==> config.mk <==
export PLATFORM = sky130hd
export DESIGN_NAME = wdt_top
export DESIGN_NICKNAME = d
export VERILOG_FILES = /design/src/logic/wdt_pkg.sv /design/src/logic/wdt_tick_if.sv /design/src/logic/wdt_prescaler.sv /design/src/logic/wdt_top.sv
export SDC_FILE = /design/constraint.sdc
export NUM_CORES = 1
export LEC_CHECK = 0
export BUFFER_PORTS_ARGS = -buffer_cell sky130_fd_sc_hd__buf_2
export CAP_MARGIN = 20
export CELL_PAD_IN_SITES_DETAIL_PLACEMENT = 1
export CELL_PAD_IN_SITES_GLOBAL_PLACEMENT = 1
export CORE_ASPECT_RATIO = 0.9
export CORE_MARGIN = 8
export CORE_UTILIZATION = 41
export DETAILED_ROUTE_END_ITERATION = 10
export PLACE_DENSITY = 0.82
export SETUP_SLACK_MARGIN = 0.05
export SLEW_MARGIN = 20
export SYNTH_ARGS = -nofsm -noshare
export SYNTH_HDL_FRONTEND = slang
export SYNTH_SLANG_ARGS = --single-unit
==> constraint.sdc <==
create_clock -name pclk -period 2.85 [get_ports pclk]
set_input_delay 0.1425 -clock pclk [delete_from_list [all_inputs] [get_ports pclk]]
set_output_delay 0.1425 -clock pclk [all_outputs]
set_load 0.05 [all_outputs]
==> src/logic/wdt_pkg.sv <==
/*
  package for the watchdog timer: register offsets, field layout, mode codes,
  reset values, timing constants and state encoding.
  assumes a 32-bit apb bus whose byte address is four times the register index.
*/
package wdt_pkg;

  // register indices and the byte addresses derived from them
  localparam logic [11:0] CTRL_INDEX = 12'h21f;
  localparam logic [11:0] STAT_INDEX = 12'h220;
  localparam logic [11:0] CTRL_ADDR  = 12'((32'(CTRL_INDEX)) * 4);
  localparam logic [11:0] STAT_ADDR  = 12'((32'(STAT_INDEX)) * 4);

  // watchdog_control field layout
  localparam int PRESCALE_LSB = 4;
  localparam int MODE_LSB     = 0;
  localparam int FIELD_W      = 4;

  // mode codes in the low field
  localparam logic [3:0] MODE_DISABLE = 4'h0;
  localparam logic [3:0] MODE_CLEAR   = 4'h5;
  localparam logic [3:0] MODE_ENABLE  = 4'hf;

  // status register field layout
  localparam int STAT_RUN_BIT    = 0;
  localparam int STAT_BITE_BIT   = 1;
  localparam int STAT_EXPIRE_BIT = 2;
  localparam int STAT_NBITE_LSB  = 8;
  localparam int STAT_COUNT_LSB  = 16;

  // values after reset
  localparam logic [3:0] PRESCALE_RESET = 4'h0;
  localparam logic       ENABLE_RESET   = 1'b1;

  // expiry limit in divided clock cycles
  localparam int TIMEOUT_TICKS = 65536;

  // width of the processor reset pulse
  localparam real BITE_TIME_NS   = 400.0;
  localparam real CLK_PERIOD_NS  = 40.0;
  localparam int  BITE_CYCLES    = (BITE_TIME_NS / CLK_PERIOD_NS < 1.0) ? 1 :
                                   int'($ceil(BITE_TIME_NS / CLK_PERIOD_NS));

  typedef enum logic [1:0] {
    WDT_OFF  = 2'b00,
    WDT_RUN  = 2'b01,
    WDT_BITE = 2'b10
  } wdt_state_t;

endpackage

==> src/logic/wdt_tick_if.sv <==
/*
  carrier between the watchdog core and its pre-scaler.
  assumes both ends run on pclk and share presetn.
*/
`timescale 1ns/100ps
`default_nettype none

interface wdt_tick_if;
  logic [3:0] prescale;
  logic       restart;
  logic       tick;

  modport core (output prescale, output restart, input tick);
  modport div  (input prescale, input restart, output tick);
endinterface

`default_nettype wire

==> src/logic/wdt_prescaler.sv <==
/*
  pre-scaler: one tick every (prescale + 1) base clock cycles.
  assumes the base clock is pclk and restart is a one-cycle pulse.
*/
`timescale 1ns/100ps
`default_nettype none

module wdt_prescaler (
  input  wire logic pclk,
  input  wire logic presetn,
  wdt_tick_if.div   tk
);

  logic [3:0] div_reg;
  logic [3:0] div_next;
  logic       tick_reg;
  logic       tick_next;

  // divide count, restarted by the core on any known mode write and on expiry
  always_comb begin
    div_next  = div_reg;
    tick_next = 1'b0;
    if (tk.restart) begin
      div_next = 4'h0;
    end else if (div_reg >= tk.prescale) begin
      div_next  = 4'h0;
      tick_next = 1'b1;
    end else begin
      div_next = div_reg + 4'h1;
    end
  end

  always_ff @(posedge pclk or negedge presetn) begin
    if (!presetn) begin
      div_reg  <= 4'h0;
      tick_reg <= 1'b0;
    end else begin
      div_reg  <= div_next;
      tick_reg <= tick_next;
    end
  end

  assign tk.tick = tick_reg;

endmodule

`default_nettype wire

==> src/logic/wdt_top.sv <==
/*
  watchdog timer with apb register access: divides the base clock by a
  programmable pre-scale and pulses a processor reset on expiry.
  assumes pclk is also the base clock and apb inputs are synchronous to it.
*/
`timescale 1ns/100ps
`default_nettype none

// Overview of operation
// - tick rate is clock over prescale plus one
// - reset processor after 65536 uncleared ticks
// - expiry reset leaves control registers untouched
// - mode 0 disables, 5 clears, f enables
// - control register is write only
module wdt_top #(
  parameter int TIMEOUT = wdt_pkg::TIMEOUT_TICKS
) (
  input  wire logic        pclk,
  input  wire logic        presetn,
  input  wire logic        psel,
  input  wire logic        penable,
  input  wire logic        pwrite,
  input  wire logic [11:0] paddr,
  input  wire logic [31:0] pwdata,
  input  wire logic [3:0]  pstrb,
  output logic             pready,
  output logic [31:0]      prdata,
  output logic             pslverr,
  output logic             cpu_reset
);

  wdt_tick_if tk ();

  // prescale and enable state, plus counters
  logic [3:0]          prescale_reg;
  logic [3:0]          prescale_next;
  wdt_pkg::wdt_state_t state_reg;
  wdt_pkg::wdt_state_t state_next;
  logic [16:0]         count_reg;
  logic [16:0]         count_next;
  logic [7:0]          bite_cnt_reg;
  logic [7:0]          bite_cnt_next;
  logic [7:0]          nbite_reg;
  logic [7:0]          nbite_next;
  logic                expired_reg;
  logic                expired_next;
  logic                enable_reg;
  logic                enable_next;
  logic [31:0]         prdata_reg;
  logic [31:0]         prdata_next;
  logic                restart;

  // decoded bus strobes
  logic        setup;
  logic        access;
  logic        wr_ctrl;
  logic        wr_stat;
  logic [3:0]  mode_wr;
  logic        expire_now;
  logic        hold_off;

  localparam logic [16:0] LAST_COUNT = 17'(TIMEOUT - 1);
  localparam logic [7:0]  BITE_LAST  = 8'(wdt_pkg::BITE_CYCLES - 1);

  // address decode used by both read and write paths
  function automatic logic addr_hit(input logic [11:0] a, input logic [11:0] base);
    addr_hit = (a == base);
  endfunction

  // true for the three documented mode codes
  function automatic logic mode_known(input logic [3:0] m);
    mode_known = (m == wdt_pkg::MODE_DISABLE) || (m == wdt_pkg::MODE_CLEAR) ||
                 (m == wdt_pkg::MODE_ENABLE);
  endfunction

  wdt_prescaler u_div (
    .pclk    (pclk),
    .presetn (presetn),
    .tk      (tk)
  );

  // apb strobes; the low byte lane carries the control byte
  assign setup   = psel && !penable;
  assign access  = psel && penable;
  assign wr_ctrl = access && pwrite && pstrb[0] && addr_hit(paddr, wdt_pkg::CTRL_ADDR);
  assign wr_stat = access && pwrite && pstrb[0] && addr_hit(paddr, wdt_pkg::STAT_ADDR);
  assign mode_wr = pwdata[wdt_pkg::MODE_LSB +: wdt_pkg::FIELD_W];

  // zero wait states; unmapped addresses answer with an error
  assign pready  = 1'b1;
  assign pslverr = access && !addr_hit(paddr, wdt_pkg::CTRL_ADDR) &&
                   !addr_hit(paddr, wdt_pkg::STAT_ADDR);

  // divider restarts on every known mode write and on expiry, so the first tick after a clear is a full period
  assign restart     = (wr_ctrl && mode_known(mode_wr)) || expire_now;
  assign tk.prescale = prescale_reg;
  assign tk.restart  = restart;

  // a clear or disable landing on the expiry tick wins, so no bite slips out
  assign hold_off   = wr_ctrl && ((mode_wr == wdt_pkg::MODE_CLEAR) ||
                                  (mode_wr == wdt_pkg::MODE_DISABLE));
  assign expire_now = (state_reg == wdt_pkg::WDT_RUN) && enable_reg && tk.tick &&
                      (count_reg >= LAST_COUNT) && !hold_off;

  // control register: prescale and mode actions
  always_comb begin
    prescale_next = prescale_reg;
    enable_next   = enable_reg;
    if (wr_ctrl) begin
      prescale_next = pwdata[wdt_pkg::PRESCALE_LSB +: wdt_pkg::FIELD_W];
      case (mode_wr)
        wdt_pkg::MODE_DISABLE: enable_next = 1'b0;
        wdt_pkg::MODE_ENABLE:  enable_next = 1'b1;
        default:               enable_next = enable_reg;
      endcase
    end
  end

  always_ff @(posedge pclk or negedge presetn) begin
    if (!presetn) begin
      prescale_reg <= wdt_pkg::PRESCALE_RESET;
      enable_reg   <= wdt_pkg::ENABLE_RESET;
    end else begin
      // only presetn returns these to defaults, never the bite
      prescale_reg <= prescale_next;
      enable_reg   <= enable_next;
    end
  end

  // watchdog state machine and tick counter
  always_comb begin
    state_next    = state_reg;
    count_next    = count_reg;
    bite_cnt_next = bite_cnt_reg;
    case (state_reg)
      wdt_pkg::WDT_OFF: begin
        count_next = 17'h0;
        if (enable_reg) begin
          state_next = wdt_pkg::WDT_RUN;
        end
      end
      wdt_pkg::WDT_RUN: begin
        if (!enable_reg) begin
          state_next = wdt_pkg::WDT_OFF;
          count_next = 17'h0;
        end else if (wr_ctrl && (mode_wr == wdt_pkg::MODE_CLEAR)) begin
          count_next = 17'h0;
        end else if (expire_now) begin
          state_next    = wdt_pkg::WDT_BITE;
          count_next    = 17'h0;
          bite_cnt_next = 8'h0;
        end else if (tk.tick) begin
          count_next = count_reg + 17'h1;
        end
      end
      wdt_pkg::WDT_BITE: begin
        count_next = 17'h0;
        if (bite_cnt_reg >= BITE_LAST) begin
          state_next = enable_reg ? wdt_pkg::WDT_RUN : wdt_pkg::WDT_OFF;
        end else begin
          bite_cnt_next = bite_cnt_reg + 8'h1;
        end
      end
      default: begin
        state_next = wdt_pkg::WDT_OFF;
        count_next = 17'h0;
      end
    endcase
  end

  always_ff @(posedge pclk or negedge presetn) begin
    if (!presetn) begin
      state_reg    <= wdt_pkg::WDT_OFF;
      count_reg    <= 17'h0;
      bite_cnt_reg <= 8'h0;
    end else begin
      state_reg    <= state_next;
      count_reg    <= count_next;
      bite_cnt_reg <= bite_cnt_next;
    end
  end

  // sticky expiry flag and saturating expiry count
  always_comb begin
    expired_next = expired_reg;
    nbite_next   = nbite_reg;
    if (wr_stat && pwdata[wdt_pkg::STAT_EXPIRE_BIT]) begin
      expired_next = 1'b0;
    end
    if (expire_now) begin
      expired_next = 1'b1; // set wins over a clear in the same cycle
      if (nbite_reg != 8'hff) begin
        nbite_next = nbite_reg + 8'h1;
      end
    end
  end

  always_ff @(posedge pclk or negedge presetn) begin
    if (!presetn) begin
      expired_reg <= 1'b0;
      nbite_reg   <= 8'h0;
    end else begin
      expired_reg <= expired_next;
      nbite_reg   <= nbite_next;
    end
  end

  // read data captured in the setup cycle
  always_comb begin
    prdata_next = prdata_reg;
    if (setup) begin
      prdata_next = 32'h0; // control reads back zero
      if (!pwrite && addr_hit(paddr, wdt_pkg::STAT_ADDR)) begin
        prdata_next[wdt_pkg::STAT_RUN_BIT]    = (state_reg == wdt_pkg::WDT_RUN);
        prdata_next[wdt_pkg::STAT_BITE_BIT]   = (state_reg == wdt_pkg::WDT_BITE);
        prdata_next[wdt_pkg::STAT_EXPIRE_BIT] = expired_reg;
        prdata_next[wdt_pkg::STAT_NBITE_LSB +: 8]  = nbite_reg;
        prdata_next[wdt_pkg::STAT_COUNT_LSB +: 16] = count_reg[16:1];
      end
    end
  end

  always_ff @(posedge pclk or negedge presetn) begin
    if (!presetn) begin
      prdata_reg <= 32'h0;
    end else begin
      prdata_reg <= prdata_next;
    end
  end

  assign prdata = prdata_reg;

  // reset pulse to the processor core while biting
  assign cpu_reset = (state_reg == wdt_pkg::WDT_BITE);

endmodule

`default_nettype wire

==> flow_metrics.py <==
metrics = {
    "run_status": {
        "status": "completed",
    },
    "critical_path": {
        "cp.arrival_ps": 2790,
        "crit_buf_inv": 0,
        "critPathTopFamily": "simple AND/OR/NAND/NOR gates",
        "endpoint_kind": "flip-flop",
        "slowest_delay_ps": 450,
        "crit_type": "reg -> reg",
        "startpoint_type": "flip-flop",
        "crit_chain": "nand3_2 > or2_2 > nor3_1 > ha_1 > o21a_1 > a41o_2 > nand4_4 > nor2_1 > mux2_2",
        "worstPathMaxFanout": 9,
        "worst_r2r_path_depth": 9,
        "worst-path-stages": 9,
        "cp_slowest_cell": "dfrtp_1",
        "required_ps": 3090,
    },
    "cts": {
        "clockBufferDepth": 2,
        "clkSlewWorstSetupHoldPaths_ps": 80,
        "cts_tree": "built",
        "cts_resized": 0,
        "htreeDepth": 3,
        "insertion_delay_ps": 350,
        "cts-root-buf": "clkbuf_8",
        "cts_sinks": 73,
        "cts_made_buffers": 9,
    },
    "yosys": {
        "ys_seq_area_share_pct": 51.8,
        "yosys_warnings": 0,
        "synthCells": 326,
        "synth_edf_count": 0,
        "ys_types": 51,
        "synthArstFlopShare_pct": 100,
        "synth_area_mm2": 0.00353,
        "synth_most_common_cell": "dfrtp_1",
        "synth_top_area_share_pct": 51.0,
        "synthTopCellsByArea": "dfrtp_1, a22o_1, ha_1, xor2_1, nor2_1",
        "syn_avg_cell_area_um2": 10.8,
        "ys_dominant_reg_cell": "dfrtp_1",
        "ys_ff_latch": 73,
        "synth_common_cells": "dfrtp_1, nor2_1, a22o_1",
        "yosysTopAreaCell": "dfrtp_1",
    },
    "drt": {
        "drt_iter0_drc": 106,
        "drtPass1Iterations": 4,
        "ant_nets": 0,
        "drcViolationCount": 0,
        "wl_per_cell_um": 15.9,
        "vias": 2673,
        "drt-vias-per-instance": 5.25,
        "wl_um": 8080,
    },
    "hold_path": {
        "hold_depth": 3,
        "hp-class": "in -> reg",
    },
    "place": {
        "dp_cells": 491,
        "dp.final_hpwl_um": 5890,
        "place_congestion": 0.791,
        "port_buffers": 54,
    },
    "flow_run": {
        "drv_cap": 0,
    },
    "floorplan": {
        "start_util_pct": 41.6,
        "die_h_um": 104,
        "core_area_mm2": 0.00849,
        "ioPinCount": 88,
        "rows": 32,
        "dieArea_mm2": 0.0118,
        "dieWidth_um": 114,
    },
    "global_route": {
        "grt_pass1_wl_um": 13600,
        "grt_util_all_layers_pct": 14.3,
        "antenna_found_initial": 0,
        "grt_overflow_total": 0,
        "grt_max_degree": 41,
        "grt_pass1_vias": 2780,
    },
    "sta": {
        "rsz0062_at_grt": "false",
        "worst_pin_slew_ps": 764,
        "maxSlewHeadroom_pct": 49.1,
        "finalHoldViolCount": 0,
        "finalMaxSlewViolations": 0,
        "min_period_ps": 2550,
        "setup-violations-final": 0,
        "fin_hold_ws_ps": 18.2,
        "fmax_mhz": 393,
        "finalSetupTns_ps": 0,
        "skew_ps": 10.4,
        "period_share_pct": 89.4,
    },
    "layout": {
        "nets": 453,
        "fin_cells": 509,
        "largest_register_ffs": 27,
        "diodes": 0,
        "area_growth_syn_to_layout_pct": 17.7,
        "drive_gt1_share_pct": 22.8,
    },
    "power_and_ir_drop": {
        "p_leak_nw": 2.04,
        "p_per_area_mw_per_mm2": 548,
        "ir_drop_uv": 279,
        "total_power_w": 0.00228,
    },
}
==> metrics by stage <==
stage	setup WS [ps]	util [%]	instance area (µm²)
5_1_grt	95.0	49.0	4160
4_1_cts	272	49.0	4160
2_1_floorplan	513	-	3550
6_report	303	49.0	4160
3_5_place_dp	303	46.4	3940
3_3_place_gp	370	46.4	3940
==> layout make-up <==
cell class,instances,area [µm²]
clock buffer,10,128
clock inverter,6,67.6
fill,968,4330
inverter,13,48.8
multi-input combinational,226,1580
sequential,73,1830
tap,119,149
timing repair buffer,62,360
==> where the power goes <==
part	internal, W	switching (W)	leakage (nW)
clock network	0.000407	0.000398	0.0929
registers	0.00108	0.0000374	0.991
logic	0.000140	0.000218	0.955
==> layout by cell type, fill, tap and decap left out, types with 3 or more instances in the layout <==
master,instances
dfrtp_1,72
buf_2,54
nor2_1,39
a22o_1,28
nand2_1,17
xor2_1,17
ha_1,15
inv_1,13
nand3_1,13
clkbuf_8,9
a21oi_1,7
nor4_1,7
xnor2_1,7
a31oi_1,7
and3_1,6
nand4_1,6
o21ai_0,6
conb_1,6
nand3b_1,5
and4_1,4
nor3_1,4
buf_4,4
nand2b_1,3
mux2_2,3
==> worst paths after layout <==
kind | from | end | slack [ps]
max in group asynchronous | presetn | enable_reg | 1700
hold reg to reg | prdata[12] | prdata[12] | 500
setup reg to reg | count_reg[5] | nbite_reg[1] | 300
min in group asynchronous | presetn | prdata[25] | 400
setup / recovery | count_reg[5] | nbite_reg[1] | 300
hold / removal | pwdata[5] | prescale_reg[1] | 20
==> kinds of logic (layout without fill, tap and decap cells) <==
family	count (synthesis)	after routing	share of synthesized area, %
compound gates	62	62	13.6
xor+xnor	24	24	5.95
fa+ha+maj	15	15	5.32
buf+inv	31	91	4.29
flops	73	73	51.8
mux	4	4	1.24
other cells	2	6	0.213
simple gates	115	115	17.6
==> timing repair <==
item	4_1_cts	5_1_grt
endpoints found under the hold margin	34	0
hold buffers	2	0
buffers inserted	0	0
==> routing by layer <==
layer / up-vias / wire (µm) / GRT usage [%]
met2: 48 / 3870 / 23.1
met3: 10 / 398 / 4.82
met4: 0 / 102 / 4.56
met5: - / 0 / 0
li1: 1283 / - / -
met1: 1332 / 3710 / 17.7
==> tightest hold or removal path, cell delays in order <==
cell     delay, ps
buf_2           80
nand2_1         30
o21ai_0         70
Note: power is estimated with default switching activity, not from simulation.
